<file path="src/logic/lsod_pkg.sv">
package lsod_pkg;
	// Channel count and buffering depth
	localparam int LSOD_CH = 8;
	localparam int LSOD_FIFO_DEPTH = 8;
	// Sampled (output_gate, latch_strobe) pairs
	localparam logic [1:0] LSOD_PAIR_GATE = 2'h2;
	localparam logic [1:0] LSOD_PAIR_LOW = 2'h0;
	localparam logic [1:0] LSOD_PAIR_BOTH = 2'h3;
	// Five-pair history, oldest pair in the top bits
	localparam int LSOD_HIST_W = 10;
	localparam logic [9:0] LSOD_HIST_CLEAR = 10'h000;
	localparam logic [9:0] LSOD_ENTRY_SEQ = 10'h22E;
	localparam logic [9:0] LSOD_RESUME_SEQ = 10'h22A;
	// Low samples needed before status is kept
	localparam logic [1:0] LSOD_LOW_MIN = 2'h3;
	localparam logic [1:0] LSOD_LOW_ONE = 2'h1;
	localparam logic [1:0] LSOD_LOW_NONE = 2'h0;
	// Reset values
	localparam logic [7:0] LSOD_STATUS_RST = 8'hFF;
	localparam logic [7:0] LSOD_BYTE_ZERO = 8'h00;
	// Operating states
	typedef enum logic [1:0] {
		LSOD_ST_NORMAL,
		LSOD_ST_DET_IDLE,
		LSOD_ST_DET_PASS
	} lsod_state_t;
endpackage

</file>
<file path="src/logic/lsod_core.sv">
// How it works
// [RULE1] Gate and strobe levels are sampled every rising clock edge as 0 or 1.
// [RULE2] Pairs 10,00,10,11,10 on five edges switch into error detection.
// [RULE3] Serial data keeps shifting in while a mode pattern is clocked.
// [RULE4] In detection mode a gate fall starts a detection pass.
// [RULE5] A channel whose current is far too low records status 0.
// [RULE6] Controller sends no serial data during a detection pass.
// [RULE7] Controller holds gate low three edges, last one 2 us after fall.
// [RULE8] The last low-sampled edge of the pass stores channel status.
// [RULE9] Controller raises gate again before reading the status.
// [RULE10] After gate rises, status leaves on serial_out one bit per clock.
// [RULE11] Pairs 10,00,10,10,10 on five edges return to normal mode.
// [RULE12] Status flags are loaded into the display shift register.
// [RULE13] Status holds one bit per channel; healthy channels read 1.
// [RULE14] A broken pattern leaves the mode alone and restarts matching.
`timescale 1ns/10ps
module lsod_core import lsod_pkg::*; (
	// Clock and reset
	input wire logic clk_sys,
	input wire logic reset,
	// Controller lines
	input wire logic serial_in,
	input wire logic latch_strobe,
	input wire logic output_gate,
	output logic serial_out,
	// Current comparator, 1 when channel current is near target
	input wire logic [7:0] channel_ok,
	// Sink stage
	output logic [7:0] sink_channel,
	output logic detect_mode,
	output logic latch_ready
);
	typedef struct packed {
		lsod_state_t state;
		logic [LSOD_HIST_W-1:0] hist;
		logic [1:0] low_cnt;
		logic gate_prev;
		logic [7:0] shift;
		logic [7:0] status;
		logic [7:0] latch;
		logic [7:0] sink;
		logic detect;
	} lsod_core_st_t;

	lsod_core_st_t s_q;
	lsod_core_st_t s_d;
	logic [1:0] pair;
	logic [LSOD_HIST_W-1:0] hist_now;
	logic entry_hit;
	logic resume_hit;
	logic fifo_push;
	logic fifo_ready;
	logic fifo_valid;
	logic [7:0] fifo_data;

	// Pattern window over the last five sampled pairs
	assign pair = {output_gate, latch_strobe}; // RULE1
	assign hist_now = {s_q.hist[LSOD_HIST_W-3:0], pair};
	assign entry_hit = (hist_now == LSOD_ENTRY_SEQ); // RULE2
	assign resume_hit = (hist_now == LSOD_RESUME_SEQ); // RULE11
	// Strobe samples queue the shift word only in normal mode
	assign fifo_push = latch_strobe && (s_q.state == LSOD_ST_NORMAL);

	// Latched words wait here until the outputs are blanked
	lsod_fifo #(.WIDTH(LSOD_CH), .DEPTH(LSOD_FIFO_DEPTH)) lsod_fifo_inst (
		.clk_sys(clk_sys),
		.reset(reset),
		.in_valid(fifo_push),
		.in_ready(fifo_ready),
		.in_data(s_q.shift),
		.out_valid(fifo_valid),
		.out_ready(output_gate),
		.out_data(fifo_data)
	);

	// Next-state logic
	always_comb begin
		s_d = s_q;
		s_d.gate_prev = output_gate;
		s_d.hist = hist_now; // RULE1
		// Shift path runs by default, also while a pattern arrives
		s_d.shift = {s_q.shift[LSOD_CH-2:0], serial_in}; // RULE3
		if (fifo_valid && output_gate) begin
			s_d.latch = fifo_data;
		end
		case (s_q.state)
			LSOD_ST_NORMAL: begin
				// Only a complete entry pattern leaves normal mode
			end
			LSOD_ST_DET_IDLE: begin
				if (s_q.gate_prev && !output_gate) begin
					s_d.state = LSOD_ST_DET_PASS; // RULE4
					s_d.low_cnt = LSOD_LOW_ONE;
					// Fall edge still shifts: the resume pattern carries data too
				end
			end
			LSOD_ST_DET_PASS: begin
				if (!output_gate) begin
					// No serial data is taken during the pass
					s_d.shift = s_q.shift; // RULE6
					if (s_q.low_cnt != LSOD_LOW_MIN) begin
						s_d.low_cnt = s_q.low_cnt + 1'b1;
					end
					// Every low edge from the third on rewrites, so the last one stays
					if (s_d.low_cnt == LSOD_LOW_MIN) begin
						s_d.status = channel_ok; // RULE5 RULE8
					end
				end else begin
					s_d.state = LSOD_ST_DET_IDLE;
					s_d.low_cnt = LSOD_LOW_NONE;
					if (s_q.low_cnt == LSOD_LOW_MIN) begin
						s_d.shift = s_q.status; // RULE12 RULE9
					end
				end
			end
			default: begin
				s_d.state = LSOD_ST_NORMAL;
			end
		endcase
		// Complete patterns switch mode; anything else leaves it alone
		if (entry_hit) begin
			s_d.state = LSOD_ST_DET_IDLE; // RULE2
			s_d.low_cnt = LSOD_LOW_NONE;
			s_d.hist = LSOD_HIST_CLEAR; // RULE14
		end else if (resume_hit) begin
			s_d.state = LSOD_ST_NORMAL; // RULE11
			s_d.low_cnt = LSOD_LOW_NONE;
			s_d.hist = LSOD_HIST_CLEAR; // RULE14
		end
		// Sinks follow the latch while the active-low gate is low
		s_d.sink = output_gate ? LSOD_BYTE_ZERO : s_d.latch;
		// Mode flag taken from the next state so the output is a flop
		s_d.detect = (s_d.state != LSOD_ST_NORMAL);
	end

	// State register
	always_ff @(posedge clk_sys or posedge reset) begin
		if (reset) begin
			s_q.state <= LSOD_ST_NORMAL;
			s_q.hist <= LSOD_HIST_CLEAR;
			s_q.low_cnt <= LSOD_LOW_NONE;
			s_q.gate_prev <= 1'b1;
			s_q.shift <= LSOD_BYTE_ZERO;
			s_q.status <= LSOD_STATUS_RST; // RULE13
			s_q.latch <= LSOD_BYTE_ZERO;
			s_q.sink <= LSOD_BYTE_ZERO;
			s_q.detect <= 1'b0;
		end else begin
			s_q <= s_d;
		end
	end

	// Outputs straight from flops
	assign serial_out = s_q.shift[LSOD_CH-1]; // RULE10
	assign sink_channel = s_q.sink;
	assign detect_mode = s_q.detect;
	assign latch_ready = fifo_ready;

	// Checks
	AST_SAMPLE: assert property (@(posedge clk_sys) disable iff (reset) // RULE1
		!entry_hit && !resume_hit |=> s_q.hist[1:0] == $past(pair))
		else $error("sampled pair not recorded");
	AST_ENTRY: assert property (@(posedge clk_sys) disable iff (reset) // RULE2
		entry_hit |=> s_q.state == LSOD_ST_DET_IDLE && detect_mode)
		else $error("entry pattern did not enter detection");
	AST_SHIFT_IN: assert property (@(posedge clk_sys) disable iff (reset) // RULE3
		s_q.state == LSOD_ST_NORMAL |=> s_q.shift[0] == $past(serial_in) && s_q.shift[7:1] == $past(s_q.shift[6:0]))
		else $error("serial data not shifted in normal mode");
	AST_PASS_START: assert property (@(posedge clk_sys) disable iff (reset) // RULE4
		s_q.state == LSOD_ST_DET_IDLE && s_q.gate_prev && !output_gate && !entry_hit && !resume_hit
		|=> s_q.state == LSOD_ST_DET_PASS && s_q.low_cnt == LSOD_LOW_ONE)
		else $error("gate fall did not start a pass");
	AST_STATUS_STORE: assert property (@(posedge clk_sys) disable iff (reset) // RULE8
		s_q.state == LSOD_ST_DET_IDLE && s_q.gate_prev && !output_gate ##1 !output_gate [*2]
		|=> s_q.status == $past(channel_ok))
		else $error("status not stored on third low edge");
	AST_LOAD_OUT: assert property (@(posedge clk_sys) disable iff (reset) // RULE12
		s_q.state == LSOD_ST_DET_PASS && output_gate && s_q.low_cnt == LSOD_LOW_MIN && !entry_hit && !resume_hit
		|=> s_q.shift == $past(s_q.status) ##1 serial_out == $past(s_q.status[6], 2))
		else $error("status not loaded into shift path");
	AST_HOLD_PASS: assert property (@(posedge clk_sys) disable iff (reset) // RULE6
		s_q.state == LSOD_ST_DET_PASS && !output_gate |=> $stable(s_q.shift))
		else $error("shift path moved during pass");
	AST_RESUME: assert property (@(posedge clk_sys) disable iff (reset) // RULE11
		resume_hit |=> s_q.state == LSOD_ST_NORMAL && s_q.hist == LSOD_HIST_CLEAR)
		else $error("resume pattern did not return to normal");
	AST_KEEP_MODE: assert property (@(posedge clk_sys) disable iff (reset) // RULE14
		!entry_hit && !resume_hit |=> detect_mode == $past(detect_mode))
		else $error("mode changed without a full pattern");

	// Pass boundaries, status keeping and the read path
	AST_SHORT_PASS: assert property (@(posedge clk_sys) disable iff (reset) // RULE8
		s_q.state == LSOD_ST_DET_PASS && output_gate && s_q.low_cnt != LSOD_LOW_MIN && !entry_hit && !resume_hit
		|=> s_q.state == LSOD_ST_DET_IDLE && s_q.status == $past(s_q.status))
		else $error("short pass changed the status");
	AST_STATUS_KEEP: assert property (@(posedge clk_sys) disable iff (reset) // RULE13
		s_q.state != LSOD_ST_DET_PASS || output_gate |=> $stable(s_q.status))
		else $error("status changed outside a low pass edge");
	AST_SHIFT_IDLE: assert property (@(posedge clk_sys) disable iff (reset) // RULE3
		s_q.state == LSOD_ST_DET_IDLE
		|=> s_q.shift[0] == $past(serial_in) && s_q.shift[LSOD_CH-1:1] == $past(s_q.shift[LSOD_CH-2:0]))
		else $error("serial data not shifted in detection mode");
	AST_OUT_BIT: assert property (@(posedge clk_sys) disable iff (reset) // RULE10
		s_q.state == LSOD_ST_DET_IDLE |=> serial_out == $past(s_q.shift[LSOD_CH-2]))
		else $error("serial output did not advance one bit");
	AST_RESTART: assert property (@(posedge clk_sys) disable iff (reset) // RULE14
		entry_hit |=> s_q.hist == LSOD_HIST_CLEAR)
		else $error("pattern window not cleared after entry");
	AST_FALL_ONLY: assert property (@(posedge clk_sys) disable iff (reset) // RULE4
		s_q.state == LSOD_ST_DET_IDLE && !(s_q.gate_prev && !output_gate) && !entry_hit && !resume_hit
		|=> s_q.state == LSOD_ST_DET_IDLE)
		else $error("pass started without a gate fall");

	// Scenarios worth seeing
	COV_ENTRY: cover property (@(posedge clk_sys) disable iff (reset) entry_hit);
	COV_PASS: cover property (@(posedge clk_sys) disable iff (reset)
		s_q.state == LSOD_ST_DET_PASS && output_gate && s_q.low_cnt == LSOD_LOW_MIN);
	COV_RESUME: cover property (@(posedge clk_sys) disable iff (reset) resume_hit && detect_mode);
	COV_FULL: cover property (@(posedge clk_sys) disable iff (reset) !latch_ready);
	COV_SHORT: cover property (@(posedge clk_sys) disable iff (reset)
		s_q.state == LSOD_ST_DET_PASS && output_gate && s_q.low_cnt != LSOD_LOW_MIN);
endmodule

</file>
<file path="src/logic/lsod_fifo.sv">
`timescale 1ns/10ps
module lsod_fifo import lsod_pkg::*; #(
	parameter int WIDTH = 8,
	parameter int DEPTH = 8
) (
	// Clock and reset
	input wire logic clk_sys,
	input wire logic reset,
	// Filling side
	input wire logic in_valid,
	output logic in_ready,
	input wire logic [WIDTH-1:0] in_data,
	// Draining side
	output logic out_valid,
	input wire logic out_ready,
	output logic [WIDTH-1:0] out_data
);
	localparam int AW = $clog2(DEPTH);
	localparam int CW = $clog2(DEPTH + 1);
	localparam logic [CW-1:0] CNT_FULL = CW'(DEPTH);
	localparam logic [CW-1:0] CNT_ZERO = '0;
	localparam logic [AW-1:0] PTR_LAST = AW'(DEPTH - 1);

	typedef struct packed {
		logic [DEPTH-1:0][WIDTH-1:0] mem;
		logic [AW-1:0] wr_ptr;
		logic [AW-1:0] rd_ptr;
		logic [CW-1:0] count;
		logic full;
	} lsod_fifo_st_t;

	lsod_fifo_st_t s_q;
	lsod_fifo_st_t s_d;
	logic push;
	logic pop;

	// Handshakes against registered flags
	assign in_ready = !s_q.full;
	assign out_valid = (s_q.count != CNT_ZERO);
	assign out_data = s_q.mem[s_q.rd_ptr];
	assign push = in_valid && !s_q.full;
	assign pop = out_ready && (s_q.count != CNT_ZERO);

	// Pointer, count and storage update
	always_comb begin
		s_d = s_q;
		if (push) begin
			s_d.mem[s_q.wr_ptr] = in_data;
			s_d.wr_ptr = (s_q.wr_ptr == PTR_LAST) ? '0 : s_q.wr_ptr + 1'b1;
		end
		if (pop) begin
			s_d.rd_ptr = (s_q.rd_ptr == PTR_LAST) ? '0 : s_q.rd_ptr + 1'b1;
		end
		if (push && !pop) begin
			s_d.count = s_q.count + 1'b1;
		end else if (pop && !push) begin
			s_d.count = s_q.count - 1'b1;
		end
		s_d.full = (s_d.count == CNT_FULL);
	end

	// State register
	always_ff @(posedge clk_sys or posedge reset) begin
		if (reset) begin
			s_q <= '0;
		end else begin
			s_q <= s_d;
		end
	end
endmodule

</file>
<file path="config.mk">
export PLATFORM = sky130hd
export DESIGN_NAME = lsod_core
export DESIGN_NICKNAME = d
export VERILOG_FILES = /design/src/logic/lsod_pkg.sv /design/src/logic/lsod_core.sv /design/src/logic/lsod_fifo.sv
export SDC_FILE = /design/constraint.sdc
export NUM_CORES = 1
export LEC_CHECK = 0
export ABC_AREA = 1
export BUFFER_PORTS_ARGS = -buffer_cell sky130_fd_sc_hd__buf_2
export CAP_MARGIN = 20
export CELL_PAD_IN_SITES_DETAIL_PLACEMENT = 0
export CELL_PAD_IN_SITES_GLOBAL_PLACEMENT = 1
export CORE_MARGIN = 8
export CORE_UTILIZATION = 42
export DETAILED_ROUTE_END_ITERATION = 12
export PLACE_DENSITY = 0.81
export REMOVE_ABC_BUFFERS = 1
export SYNTH_ARGS = -nofsm -noshare
export SYNTH_HDL_FRONTEND = slang
export SYNTH_HIERARCHICAL = 1
export SYNTH_SLANG_ARGS = --single-unit
</file>
<file path="constraint.sdc">
create_clock -name clk_sys -period 2.01 [get_ports clk_sys]
set_input_delay 0.1005 -clock clk_sys [delete_from_list [all_inputs] [get_ports clk_sys]]
set_output_delay 0.1005 -clock clk_sys [all_outputs]
set_load 0.03 [all_outputs]
</file>
# ---- Word-level counts from Yosys, hierarchy flattened
# Cells that the tools add are included.
# W data, S select, Z words.
dict set report classes {
  magnitude_cmp 3
  n_addsub 5
  n_eq_ne 12
  reduce_logical 17
  bitwise 1
  mux 27
}
# cell n
set op_table {}
lappend op_table {{$bwmux W64} 1}
lappend op_table {{$mux W8} 8}
lappend op_table {{$mux W14} 2}
lappend op_table {{$bmux W8 S3} 1}
lappend op_table {{$demux W8 S3} 1}
lappend op_table {{$eq A10 B10 Y1 const B} 2}
lappend op_table {{$mux W16} 1}
lappend op_table {{$mux W2} 7}
lappend op_table {{$lt A3 B4 Y1 const B} 2}
lappend op_table {{$mux W4} 2}
lappend op_table {{$reduce_bool A4 Y1} 2}
lappend op_table {{$logic_and A1 B1 Y1} 7}
lappend op_table {{$add A3 B1 Y3 const B} 2}
lappend op_table {{$eq A2 B2 Y1 const B} 3}
lappend op_table {{$eq A3 B3 Y1 const B} 2}
lappend op_table {{$mux W3} 2}
lappend op_table {{$pmux W2 S3} 1}
lappend op_table {{$add A4 B1 Y4 const B} 1}
lappend op_table {{$eq A4 B4 Y1 const B} 1}
lappend op_table {{$logic_not A1 Y1} 4}
lappend op_table {{$ne A2 B2 Y1 const B} 2}
lappend op_table {{$ne A4 B4 Y1 const B} 1}
lappend op_table {{$pmux W2 S2} 1}
lappend op_table {{$sub A4 B1 Y4 const B} 1}
lappend op_table {{other kinds (8)} 8}
dict set report totals {
  regBits 121
  word_cells 86
  input_bits 13
}

# ---- Longest topological paths before layout
# Gate-level depths: netlist (run 1).
dict set report logic_depth {
  depth_word 9
  depth_mapped 13
}

# ---- By module
# Netlist (run 1), hierarchy kept.
# mod cells_per_inst n_inst area_per_inst_um2
set modules_own_cells {}
lappend modules_own_cells {lsod_fifo 429 1 3569.7}
lappend modules_own_cells {lsod_core 229 1 2075.7}

# ---- Worst setup path before layout (run 1)
# OpenSTA, ideal clock, no wires.
dict set report synth_path {
  path_kind {register to register}
  from {reg s_q[46] (netlist name)}
  to {reg lsod_fifo_inst/s_q[66] (netlist name)}
  path_stages_with_launch 11
  synth_period_minus_slack_ns 1.644
  setup_time_ns 0.128
  slack_ns 0.366
  n_path_buf 1
  arrival_time_ns 1.516
  cell_sequence {dfrtp_1 -> inv_1 -> ha_1 -> nand2_1 -> inv_1 -> nand2_4 -> nor2_1 -> nand3_1 -> buf_6 -> nand2_1 -> o21ai_0}
}
# element line_no
set synth_lines {}
lappend synth_lines {{to (signal assigned)} lsod_fifo.sv:65} ;# s_q <= '0;
lappend synth_lines {{to (signal assigned)} lsod_fifo.sv:67} ;# s_q <= s_d;
lappend synth_lines {{to (decl)} lsod_fifo.sv:32} ;# lsod_fifo_st_t s_q;

==> results of run 1 <==
-- flip-flops by register name, indices dropped and copies added, names as in the netlist, named ones only --
signal and flops:
s_q 21, sink_channel 8, hist_now 8, lsod_fifo_inst/s_q 75, serial_out 1, detect_mode 1
-- through the flow --
step	hold WS [ns]	utilization, %	worst slack (ns)	power (mW)	TNS [ns]
2_1_floorplan	0.105	-	-0.103	6.87	-0.280
3_3_place_gp	0.0555	44.6	0.244	7.97	0
3_5_place_dp	0.0666	44.6	0.110	8.10	0
4_1_cts	0.0104	50.0	0.0922	11.2	0
5_1_grt	0.0462	50.4	0.0105	12.1	0
6_report	0.0248	50.4	0.204	11.2	0
-- cell families (layout without fill, tap and decap cells) --
group / count (synthesis) / after routing / share of synthesized area (%)
simple gates: 255 / 255 / 19.0
compound gates: 154 / 154 / 15.3
flops: 121 / 121 / 53.8
buf+inv: 117 / 162 / 9.44
fa+ha+maj: 10 / 10 / 2.22
xor+xnor: 1 / 1 / 0.155
-- how the worst max path moves through the flow --
stage          cells past startpoint                   from                      to
2_1_floorplan                      7  lsod_fifo_inst/s_q[5]         sink_channel[7]
3_3_place_gp                       9                s_q[46]  lsod_fifo_inst/s_q[14]
3_5_place_dp                       9                s_q[46]  lsod_fifo_inst/s_q[15]
4_1_cts                            9                s_q[46]  lsod_fifo_inst/s_q[15]
5_1_grt                            9                s_q[46]  lsod_fifo_inst/s_q[29]
6_report                          11                s_q[46]  lsod_fifo_inst/s_q[42]
-- final cells by class --
class                           instances  area [µm²]  area share [%]
Clock inverter                          6        85.1            1.28
Inverter                               81         304            4.58
Sequential cell                       121        3040            45.7
Clock buffer                           26         519            7.82
Tap cell                              176         220            3.31
Multi-Input combinational cell        420        2080            31.2
Timing Repair Buffer                   49         400            6.03
-- power breakdown --
part | internal, mW | switching [mW]
Clock | 2.02 | 1.02
Combinational | 1.41 | 2.59
Sequential | 3.53 | 0.623
Total | 6.96 | 4.24
-- worst max-delay path, stage by stage (launching register included) --
cell	delay, ns
dfrtp_1	0.41
inv_1	0.11
ha_1	0.20
nand2_1	0.07
inv_1	0.09
nand2_4	0.07
nor2_2	0.12
inv_2	0.10
nor3_4	0.27
buf_12	0.16
nand2_1	0.05
o21ai_0	0.08
-- repair_timing --
action / CTS / global route
gates resized for setup: 0 / 1
hold buffers: 11 / 0
endpoints found under the hold margin: 122 / 0
setup endpoints to repair: 0 / 18
setup buffers: 0 / 2
-- cell usage after synthesis, types with 7 or more instances --
master	count
dfstp_2	9
nor2_1	72
o211ai_1	8
buf_4	12
dfrtp_1	112
o21ai_1	7
nand3_1	26
clkbuf_1	10
buf_2	8
a21oi_1	25
a31oi_1	8
inv_1	75
o211ai_2	7
ha_1	10
o21ai_0	95
nand2_1	144
-- routing by layer --
metal	wire length [µm]	track usage [%]
met5	0	0
met4	211	6.32
met3	587	3.58
met2	5700	23.5
met1	5680	19.3
==> key figures, run 1 <==
Layout
  • Most frequent cells in the layout: 143 x nand2_1, 112 x dfrtp_1, 95 x o21ai_0, 73 x inv_1, 72 x nor2_1
  • Fill cells: 1,223
  • # diodes: 0
  • Area Overhead vs Synth: 17.7%
  • Layout cells sized above 1: roughly 15%
  • Most common cell after layout, fill and taps aside: nand2_1
  • Layout net count: about 710
  • Finished Cell Area: around 6600 µm²
  • Filler-free cell count of the finished design: 879

STA
  • Tmin final: 1.81 ns
  • Pin slew with the least headroom to its limit: a little over 0.9 ns
  • RSZ-0062 raised after global routing: false
  • Max Slew Vio Count: 0
  • Rel. slew slack: a little under two fifths
  • Period utilization: 89.9%
  • Setup Skew: 0.00550 ns
  • F_max: 0.554 GHz
  • Final hold violations: 0
  • Final setup violation count: 0

Hold path
  • Hold Crit Start: serial_in
  • Hold-critical path depth: 5
  • Worst Hold Class: primary input to flip-flop
  • Worst hold endpoint: s_q[25]

Yosys
  • Yosys cell types: 32
  • Post-Syn Area: between 5000 and 6000 µm²
  • Seq/Total Area, Yosys: 53.8%
  • Post-synth EDFFs: 0
  • Top cell type's share of synthesized area: approximately half
  • Syn Area/Cell: between 8 and 9 µm²
  • Leading area contributor after synthesis: dfrtp_1
  • Post-Synthesis Cells: 658
  • Prevailing post-synth register cell: dfrtp_1
  • Synth async-reset ratio: 100%
  • Synth warn: 6
  • FF+latch count, synth: 121
  • Top cells by area, synth: dfrtp_1 50%, nand2_1 9.6%, o21ai_0 8.4%

Detailed routing
  • DRC violations left: 0
  • Initial drt markers: 255
  • Via total after detailed routing: around 4,300
  • Drt pass-1 iters: 5
  • Antenna-violating nets left: 0
  • DR WL/cell: 13.9 µm
  • Routed Wire Length: 12,200 µm
  • Drt via density: a little under 5

Power and ir drop
  • Power Dens Cells: between 1500 and 2000 nW/µm²
  • Leak pwr: 3.29 nW
  • Peak VDD IR: 0.000850 V

Critical path
  • RR Startpoint: s_q[46]
  • Worst Path Required: 2.34 ns
  • Worst Setup End Kind: flip-flop
  • R2r worst-path depth: 11
  • Reg-to-Reg End: lsod_fifo_inst/s_q[42]
  • CP max FO: 14
  • Startpoint class of the critical path: flip-flop
  • Kind of critical path: flip-flop to flip-flop
  • WP data arrival: 2.14 ns
  • FF-to-FF setup slack: 0.20 ns

Placed design
  • GP Congestion: 0.793
  • IO buf count: 23
  • Hpwl dp: 8230 µm
  • # placed instances: 834
  • Placed cell area: 5890 µm²

Floorplan
  • Initial Util: 42.8%
  • IO Count: 24
  • Die ar.: ~17,000 µm²
  • Chip height: 132 µm
  • Total core area: approximately 13,000 µm²
  • Width of the die: roughly 130 µm
  • Num rows: 42

Clocking
  • H-tree depth: 4
  • Root Buffer: clkbuf_16
  • Sink Count: 121
  • TritonCTS Buffers: 17
  • Skew-Pair Late Insertion Delay: 0.41 ns
  • Clock buffer depth: 2
  • Clk pin slew, worst setup/hold paths: 0.05 ns
  • TritonCTS clock tree: yes

Global routing
  • First-pass GRT wire length: 21,100 µm
  • Number of global-route vias before repair: 4,273
  • Grt total ovfl: 0
  • Antenna violations before repair: 0
  • Total track usage: roughly 15%
  • Largest net degree at the start of global routing: slightly above 50

Status
  • Status: finished clean

Flow run
  • Max-Cap Viols: 0
(Power assumes the default switching activity.)
==> run 2, diff against run 1 <==
--- a/config.mk
+++ b/config.mk
@@ -5,15 +5,14 @@
 export SDC_FILE = /design/constraint.sdc
 export NUM_CORES = 1
 export LEC_CHECK = 0
-export ABC_AREA = 1
-export BUFFER_PORTS_ARGS = -buffer_cell sky130_fd_sc_hd__buf_2
+export BUFFER_PORTS_ARGS = -buffer_cell sky130_fd_sc_hd__buf_4
 export CAP_MARGIN = 20
 export CELL_PAD_IN_SITES_DETAIL_PLACEMENT = 0
 export CELL_PAD_IN_SITES_GLOBAL_PLACEMENT = 1
 export CORE_MARGIN = 8
-export CORE_UTILIZATION = 42
+export CORE_UTILIZATION = 47
 export DETAILED_ROUTE_END_ITERATION = 12
-export PLACE_DENSITY = 0.81
+export PLACE_DENSITY = 0.82
 export REMOVE_ABC_BUFFERS = 1
 export SYNTH_ARGS = -nofsm -noshare
 export SYNTH_HDL_FRONTEND = slang
==> key figures, run 2 <==
Yosys
  • Synth warn: 6 (unchanged)
  • Top-count cell post-synth: dfrtp_1
  • Leading area contributor after synthesis: dfrtp_1
  • Post-Syn Area: 5500 µm² (-2.6%)
  • Post-Synthesis Cells: 374 (-43%)
  • Top cell type's share of synthesized area: 51.0% (+1.3 points)
  • Synth async-reset ratio: 100% (unchanged)
  • Prevailing post-synth register cell: dfrtp_1
  • FF+latch count, synth: 121 (unchanged)
  • Syn Area/Cell: 14.7 µm² (+71%)
  • Post-synth EDFFs: 0 (unchanged)
  • Yosys cell types: 52 (+63%)
  • Top cells by area, synth: dfrtp_1 51%, mux2_2 18%, mux4_2 6.6%
  • Seq/Total Area, Yosys: 55.3% (+1.4 points)
  • Synth cell count leaders: 112 x dfrtp_1, 90 x mux2_2, 20 x nand2_1

Layout
  • Largest register FFs: 75 (unchanged)
  • Largest registers: lsod_fifo_inst/s_q (75), s_q (21)
  • Finished Core Util: 58.5% (+8.2 points)
  • Most common cell after layout, fill and taps aside: dfrtp_1
  • Top reg by flops: lsod_fifo_inst/s_q
  • Layout cells sized above 1: 51.3% (+37 points)
  • Most frequent cells in the layout: 112 x dfrtp_1, 90 x mux2_2, 48 x buf_4, 20 x nand2_1, 17 x clkbuf_16
  • Filler-free cell count of the finished design: 589 (-33%)
  • Area Overhead vs Synth: 21.6%
  • Layout net count: 456 (-36%)
  • # diodes: 0 (unchanged)

STA
  • Setup Skew: 0.0116 ns (+0.00608 ns)
  • Worst hold slack: 0.289 ns (+0.264 ns)
  • F_max: 0.513 GHz (-7.4%)
  • Tmin final: 1.95 ns (+0.144 ns)
  • Pin slew with the least headroom to its limit: 0.597 ns (-0.332 ns)
  • Final setup violation count: 0 (unchanged)
  • Max Slew Vio Count: 0 (unchanged)
  • Period utilization: 97.0% (+7.2 points)
  • RSZ-0062 raised after global routing: true
  • Final hold violations: 0 (unchanged)
  • Rel. slew slack: 60.1% (+22 points)

Floorplan
  • Chip height: 124 µm (-5.9%)
  • Width of the die: 124 µm (-5.9%)
  • Die ar.: 15,400 µm² (-11%)
  • Initial Util: 48.1% (+5.3 points)
  • Total core area: 11,400 µm² (-13%)
  • IO Count: 24 (unchanged)
  • Num rows: 39 (-7.1%)

Detailed routing
  • Antenna-violating nets left: 0 (unchanged)
  • Initial drt markers: 177 (-31%)
  • DRC violations left: 0 (unchanged)
  • Routed Wire Length: 11,000 µm (-9.8%)
  • Drt via density: 5.41 (+10%)
  • Via total after detailed routing: 3,187 (-26%)
  • DR WL/cell: 18.7 µm (+35%)
  • Drt pass-1 iters: 4 (-1)

Critical path
  • Worst Setup End Kind: flip-flop
  • CP cell instances: inv_2, ha_4, and2_4, nor2b_4, or4_4, mux2i_2, xor2_1, nor4b_2
  • WP data arrival: 2.27 ns (+0.13 ns)
  • Slowest cell on crit path: or4_4
  • CP max FO: 3 (-11)
  • Reg-to-Reg End: lsod_fifo_inst/s_q[0]
  • CP peak stage delay: 0.48 ns (+0.07 ns)
  • Worst Path Required: 2.33 ns (about the same)
  • R2r worst-path depth: 8 (-3)
  • RR Startpoint: s_q[46]
  • Kind of critical path: flip-flop to flip-flop
  • FF-to-FF setup slack: 0.06 ns (-0.14 ns)
  • Startpoint class of the critical path: flip-flop

Hold path
  • Worst Hold Class: primary input to asynchronous set/reset pin

Power and ir drop
  • Final Power: 10.9 mW (-2.4%)
  • Power Dens Cells: 1640 nW/µm² (-2.9%)
  • Leak pwr: 3.02 nW (-8.2%)
  • Peak VDD IR: 0.00109 V (+28%)

Global routing
  • Largest net degree at the start of global routing: 37 (-27%)
  • Total track usage: 15.8% (+0.85 points)
  • Antenna violations before repair: 0 (unchanged)
  • Number of global-route vias before repair: 3,349 (-22%)
  • First-pass GRT wire length: 18,300 µm (-13%)
  • Grt total ovfl: 0 (unchanged)

Clocking
  • Clock buffer depth: 2 (unchanged)
  • H-tree depth: 4 (unchanged)
  • Sink Count: 121 (unchanged)
  • Root Buffer: clkbuf_16
  • Skew-Pair Late Insertion Delay: 0.41 ns (about the same)
  • TritonCTS Buffers: 17 (unchanged)
  • TritonCTS clock tree: yes
  • Clk pin slew, worst setup/hold paths: 0.05 ns (about the same)

Placed design
  • GP Congestion: 0.769 (-3.0%)
  • Hpwl dp: 7280 µm (-12%)
  • IO buf count: 23 (unchanged)
  • # placed instances: 541 (-35%)

Status
  • Status: finished clean

Flow run
  • Max-Cap Viols: 0 (unchanged)
## run 2: what timing repair did
action,CTS,global route
endpoints found under the hold margin,49,0
resized for setup,2,7
setup buffers,0,4
setup endpoints to repair,10,17
hold buffers,12,0
cloned,0,0
pin swaps,1,4
## run 2: worst max-delay path, delay by kind of cell (launching register included)
family | cells | cell delay (ns)
muxes | 1 | 0.18
buffers and inverters | 1 | 0.06
DFF | 1 | 0.36
adders and majority gates | 1 | 0.15
and+or+nand+nor | 4 | 0.94
xor gates and xnor gates | 1 | 0.18
## run 2: kinds of logic (layout without fill, tap and decap cells)
logic type	after synthesis	in the layout	share of synthesized area (%)
simple gates	61	61	7.99
fa+ha+maj	11	11	2.46
buf+inv	34	106	3.23
flops	121	121	55.3
xor+xnor	4	4	0.637
compound gates	27	27	3.60
mux	116	116	26.8
## run 2: cell type report
| cell class | instances | area (µm²) |
|---|---|---|
| clock inverters | 13 | 106 |
| repair buffers | 65 | 581 |
| clock buffers | 19 | 433 |
| multi-input cells | 219 | 2310 |
| inverters | 9 | 33.8 |
| well taps | 143 | 179 |
| fillers | 917 | 4740 |
| flip-flops and latches | 121 | 3040 |
## run 2: how the worst max path moves through the flow
stage,start,endpoint,depth (start not counted)
after floorplan,s_q[47],lsod_fifo_inst/s_q[51],7
after global placement,s_q[46],lsod_fifo_inst/s_q[0],8
after detailed placement,s_q[46],lsod_fifo_inst/s_q[0],8
after CTS,s_q[46],lsod_fifo_inst/s_q[0],8
after global routing,s_q[46],lsod_fifo_inst/s_q[0],8
final,s_q[46],lsod_fifo_inst/s_q[0],8
## run 2: through the flow
step / setup TNS, ns / instance area [µm²] / worst slack [ns]
final: 0 / 6680 / 0.0600
after global routing: -0.0143 / 6680 / -0.0143
after CTS: 0 / 6630 / 0.0104
after detailed placement: -0.0174 / 5960 / -0.0174
after global placement: 0 / 5960 / 0.0340
after floorplan: -9.59 / 5350 / -0.351
## run 2: routing by layer
layer  global-route usage (%)  vias to the layer above  part of all wire, %
met5                        0                        -                    0
met4                     6.47                        0                  1.6
met3                     3.94                       14                  2.9
met2                     23.9                       37                   48
met1                     21.4                     1675                   47
li1                         -                     1461                    -
## run 2: power by group
| group | total [mW] | internal, mW | switching (mW) |
|---|---|---|---|
| Clock | 2.75 | 1.68 | 1.06 |
| Sequential | 4.40 | 3.55 | 0.852 |
| Combinational | 3.78 | 2.25 | 1.53 |
| Total | 10.9 | 7.48 | 3.44 |
==> run 3, diff against run 2 <==
--- a/config.mk
+++ b/config.mk
@@ -13,7 +13,6 @@
 export CORE_UTILIZATION = 47
 export DETAILED_ROUTE_END_ITERATION = 12
 export PLACE_DENSITY = 0.82
-export REMOVE_ABC_BUFFERS = 1
 export SYNTH_ARGS = -nofsm -noshare
 export SYNTH_HDL_FRONTEND = slang
 export SYNTH_HIERARCHICAL = 1
==> key figures, run 3 (synthesized netlist as in run 2, its figures left out) <==
Status
  • Status: finished clean

Detailed routing
  • Initial drt markers: 148 (-16%)
  • DR WL/cell: 18.4 µm (-1.2%)
  • Via total after detailed routing: 3,140 (-1.5%)
  • Antenna-violating nets left: 0 (unchanged)
  • Drt via density: 5.37 (-0.80%)
  • Drt pass-1 iters: 4 (unchanged)
  • Routed Wire Length: 10,800 µm (-1.9%)
  • DRC violations left: 0 (unchanged)

Floorplan
  • Width of the die: 124 µm (unchanged)
  • Num rows: 39 (unchanged)
  • Total core area: 11,400 µm² (unchanged)
  • Initial Util: 48.1% (unchanged)
  • Die ar.: 15,400 µm² (unchanged)
  • Chip height: 124 µm (unchanged)
  • IO Count: 24 (unchanged)

Critical path
  • Startpoint class of the critical path: flip-flop
  • R2r worst-path depth: 8 (unchanged)
  • CP max FO: 4 (+1)
  • Cell family with most CP delay: simple AND/OR/NAND/NOR gates
  • CP Buf/Inv Count: 1 (unchanged)
  • Worst Path Required: 2.33 ns (about the same)
  • Slowest cell on crit path: dfrtp_1
  • CP peak stage delay: 0.39 ns (-0.09 ns)
  • FF-to-FF setup slack: 0.04 ns (-0.02 ns)
  • WP data arrival: 2.28 ns (about the same)
  • Kind of critical path: flip-flop to flip-flop
  • Worst Setup End Kind: flip-flop
  • Worst path depth: 8 (unchanged)
  • CP cell instances: inv_2, ha_4, and2_4, nor2b_4, or4_1, mux2i_1, xor2_1, nor4b_4

Layout
  • Most frequent cells in the layout: 112 x dfrtp_1, 82 x mux2_2, 45 x buf_4, 20 x nand2_1, 17 x clkbuf_16
  • Largest register FFs: 75 (unchanged)
  • Largest registers: lsod_fifo_inst/s_q (75), s_q (21)
  • # diodes: 0 (unchanged)
  • Area Overhead vs Synth: 22.8%
  • Finished Cell Area: 6750 µm² (+1.1%)
  • Layout cells sized above 1: 50.7% (-0.67 points)
  • Layout net count: 452 (-0.88%)
  • Top reg by flops: lsod_fifo_inst/s_q
  • Filler-free cell count of the finished design: 585 (-0.68%)
  • Most common cell after layout, fill and taps aside: dfrtp_1

STA
  • F_max: 0.509 GHz (-0.83%)
  • Final setup violation count: 0 (unchanged)
  • RSZ-0062 raised after global routing: true
  • Pin slew with the least headroom to its limit: 0.637 ns (+0.0400 ns)
  • Max Slew Vio Count: 0 (unchanged)
  • Rel. slew slack: 57.4% (-2.7 points)
  • Final hold violations: 0 (unchanged)
  • Worst hold slack: 0.319 ns (+0.0297 ns)
  • Period utilization: 97.8% (+0.81 points)
  • Tmin final: 1.97 ns (+0.0164 ns)
  • Setup Skew: 0.00754 ns (-0.00404 ns)

Placed design
  • Hpwl dp: 7040 µm (-3.3%)
  • GP Congestion: 0.751 (-2.4%)
  • IO buf count: 23 (unchanged)
  • Placed cell area: 5960 µm² (about the same)
  • # placed instances: 534 (-1.3%)

Clocking
  • Root Buffer: clkbuf_16
  • Skew-Pair Late Insertion Delay: 0.41 ns (about the same)
  • Clock buffer depth: 2 (unchanged)
  • H-tree depth: 4 (unchanged)
  • TritonCTS Buffers: 17 (unchanged)
  • Clk pin slew, worst setup/hold paths: 0.05 ns (about the same)
  • TritonCTS clock tree: yes
  • Sink Count: 121 (unchanged)

Global routing
  • Antenna violations before repair: 0 (unchanged)
  • Total track usage: 15.9% (+0.059 points)
  • Number of global-route vias before repair: 3,458 (+3.3%)
  • First-pass GRT wire length: 18,400 µm (+0.56%)
  • Largest net degree at the start of global routing: 53 (+43%)
  • Grt total ovfl: 0 (unchanged)

Power and ir drop
  • Sequential Power Share: 38.8% (-1.4 points)
  • P_sw: 3.49 mW (+1.4%)
  • Final Power: 11.4 mW (+3.9%)
  • Clock power share: 27.0% (+1.9 points)
  • Internal power: 7.86 mW (+5.1%)
  • Peak VDD IR: 0.00108 V (-1.1%)
  • Leak pwr: 3.05 nW (+1.0%)
  • Gate power share: 34.2% (-0.4 points)
  • Power Dens Cells: 1680 nW/µm² (+2.8%)
  • Sw Ratio: 30.8% (-0.76 points)

Yosys
  • Syn nets: 397

Hold path
  • Worst Hold Class: primary input to asynchronous set/reset pin

Flow run
  • Max-Cap Viols: 0 (unchanged)
==> run 3: worst paths after layout <==
path / to / start
max in group asynchronous: s_q[23] / reset
min reg2reg: hist_now[8] / hist_now[6]
min in group clk_sys: hist_now[2] / latch_strobe
max reg2reg: lsod_fifo_inst/s_q[0] / s_q[46]
min: lsod_fifo_inst/s_q[0] / reset
max: lsod_fifo_inst/s_q[0] / s_q[46]
==> run 3: power groups by stage <==
stage	Clock, mW	Combinational [mW]	Sequential, mW
6_report	3.07	3.89	4.40
5_1_grt	3.22	4.22	4.56
4_1_cts	3.13	3.83	4.41
3_5_place_dp	0	3.75	4.42
3_3_place_gp	0	3.61	4.38
2_1_floorplan	0	3.06	4.07
==> run 3: worst reg2reg max path, delay by kind of cell (launching register included) <==
kind                     cells  cell delay (ns)
AND/OR/NAND/NOR              4             0.86
flip-flops                   1             0.39
XOR/XNOR                     1             0.22
multiplexers                 1             0.17
adder cells (fa/ha/maj)      1             0.16
buffers and inverters        1             0.07
==> run 3: timing repair <==
item                                    in CTS  in global routing
cloned                                       0                  0
hold buffers                                12                  0
endpoints found under the setup margin       1                 26
pin swaps                                    1                  3
setup buffers                                1                  6
gates resized for setup                      0                  3
endpoints found under the hold margin       60                  0
==> run 3: per-stage QoR <==
stage / setup WS, ns / setup TNS, ns / utilization, %
6_report: 0.0436 / 0 / 59.1
5_1_grt: -0.0798 / -0.0798 / 59.1
4_1_cts: 0.0263 / 0 / 58.6
3_5_place_dp: 0.0174 / 0 / 52.2
3_3_place_gp: 0.0913 / 0 / 52.2
2_1_floorplan: -0.0154 / -0.123 / -
==> run 3: metal layers <==
metal | routed length, µm | up-vias | track usage (%)
li1 | - | 1443 | -
met1 | 5050 | 1647 | 20.5
met2 | 5230 | 34 | 24.8
met3 | 296 | 16 | 4.40
met4 | 213 | 0 | 6.47
met5 | 0 | - | 0
==> run 3: area by class of cell <==
type | count | area, µm²
multi-input combinational | 219 | 2350
tap | 143 | 179
clock inverter | 11 | 146
sequential | 121 | 3040
timing repair buffer | 61 | 538
inverter | 9 | 37.5
clock buffer | 21 | 460
fill | 885 | 4660
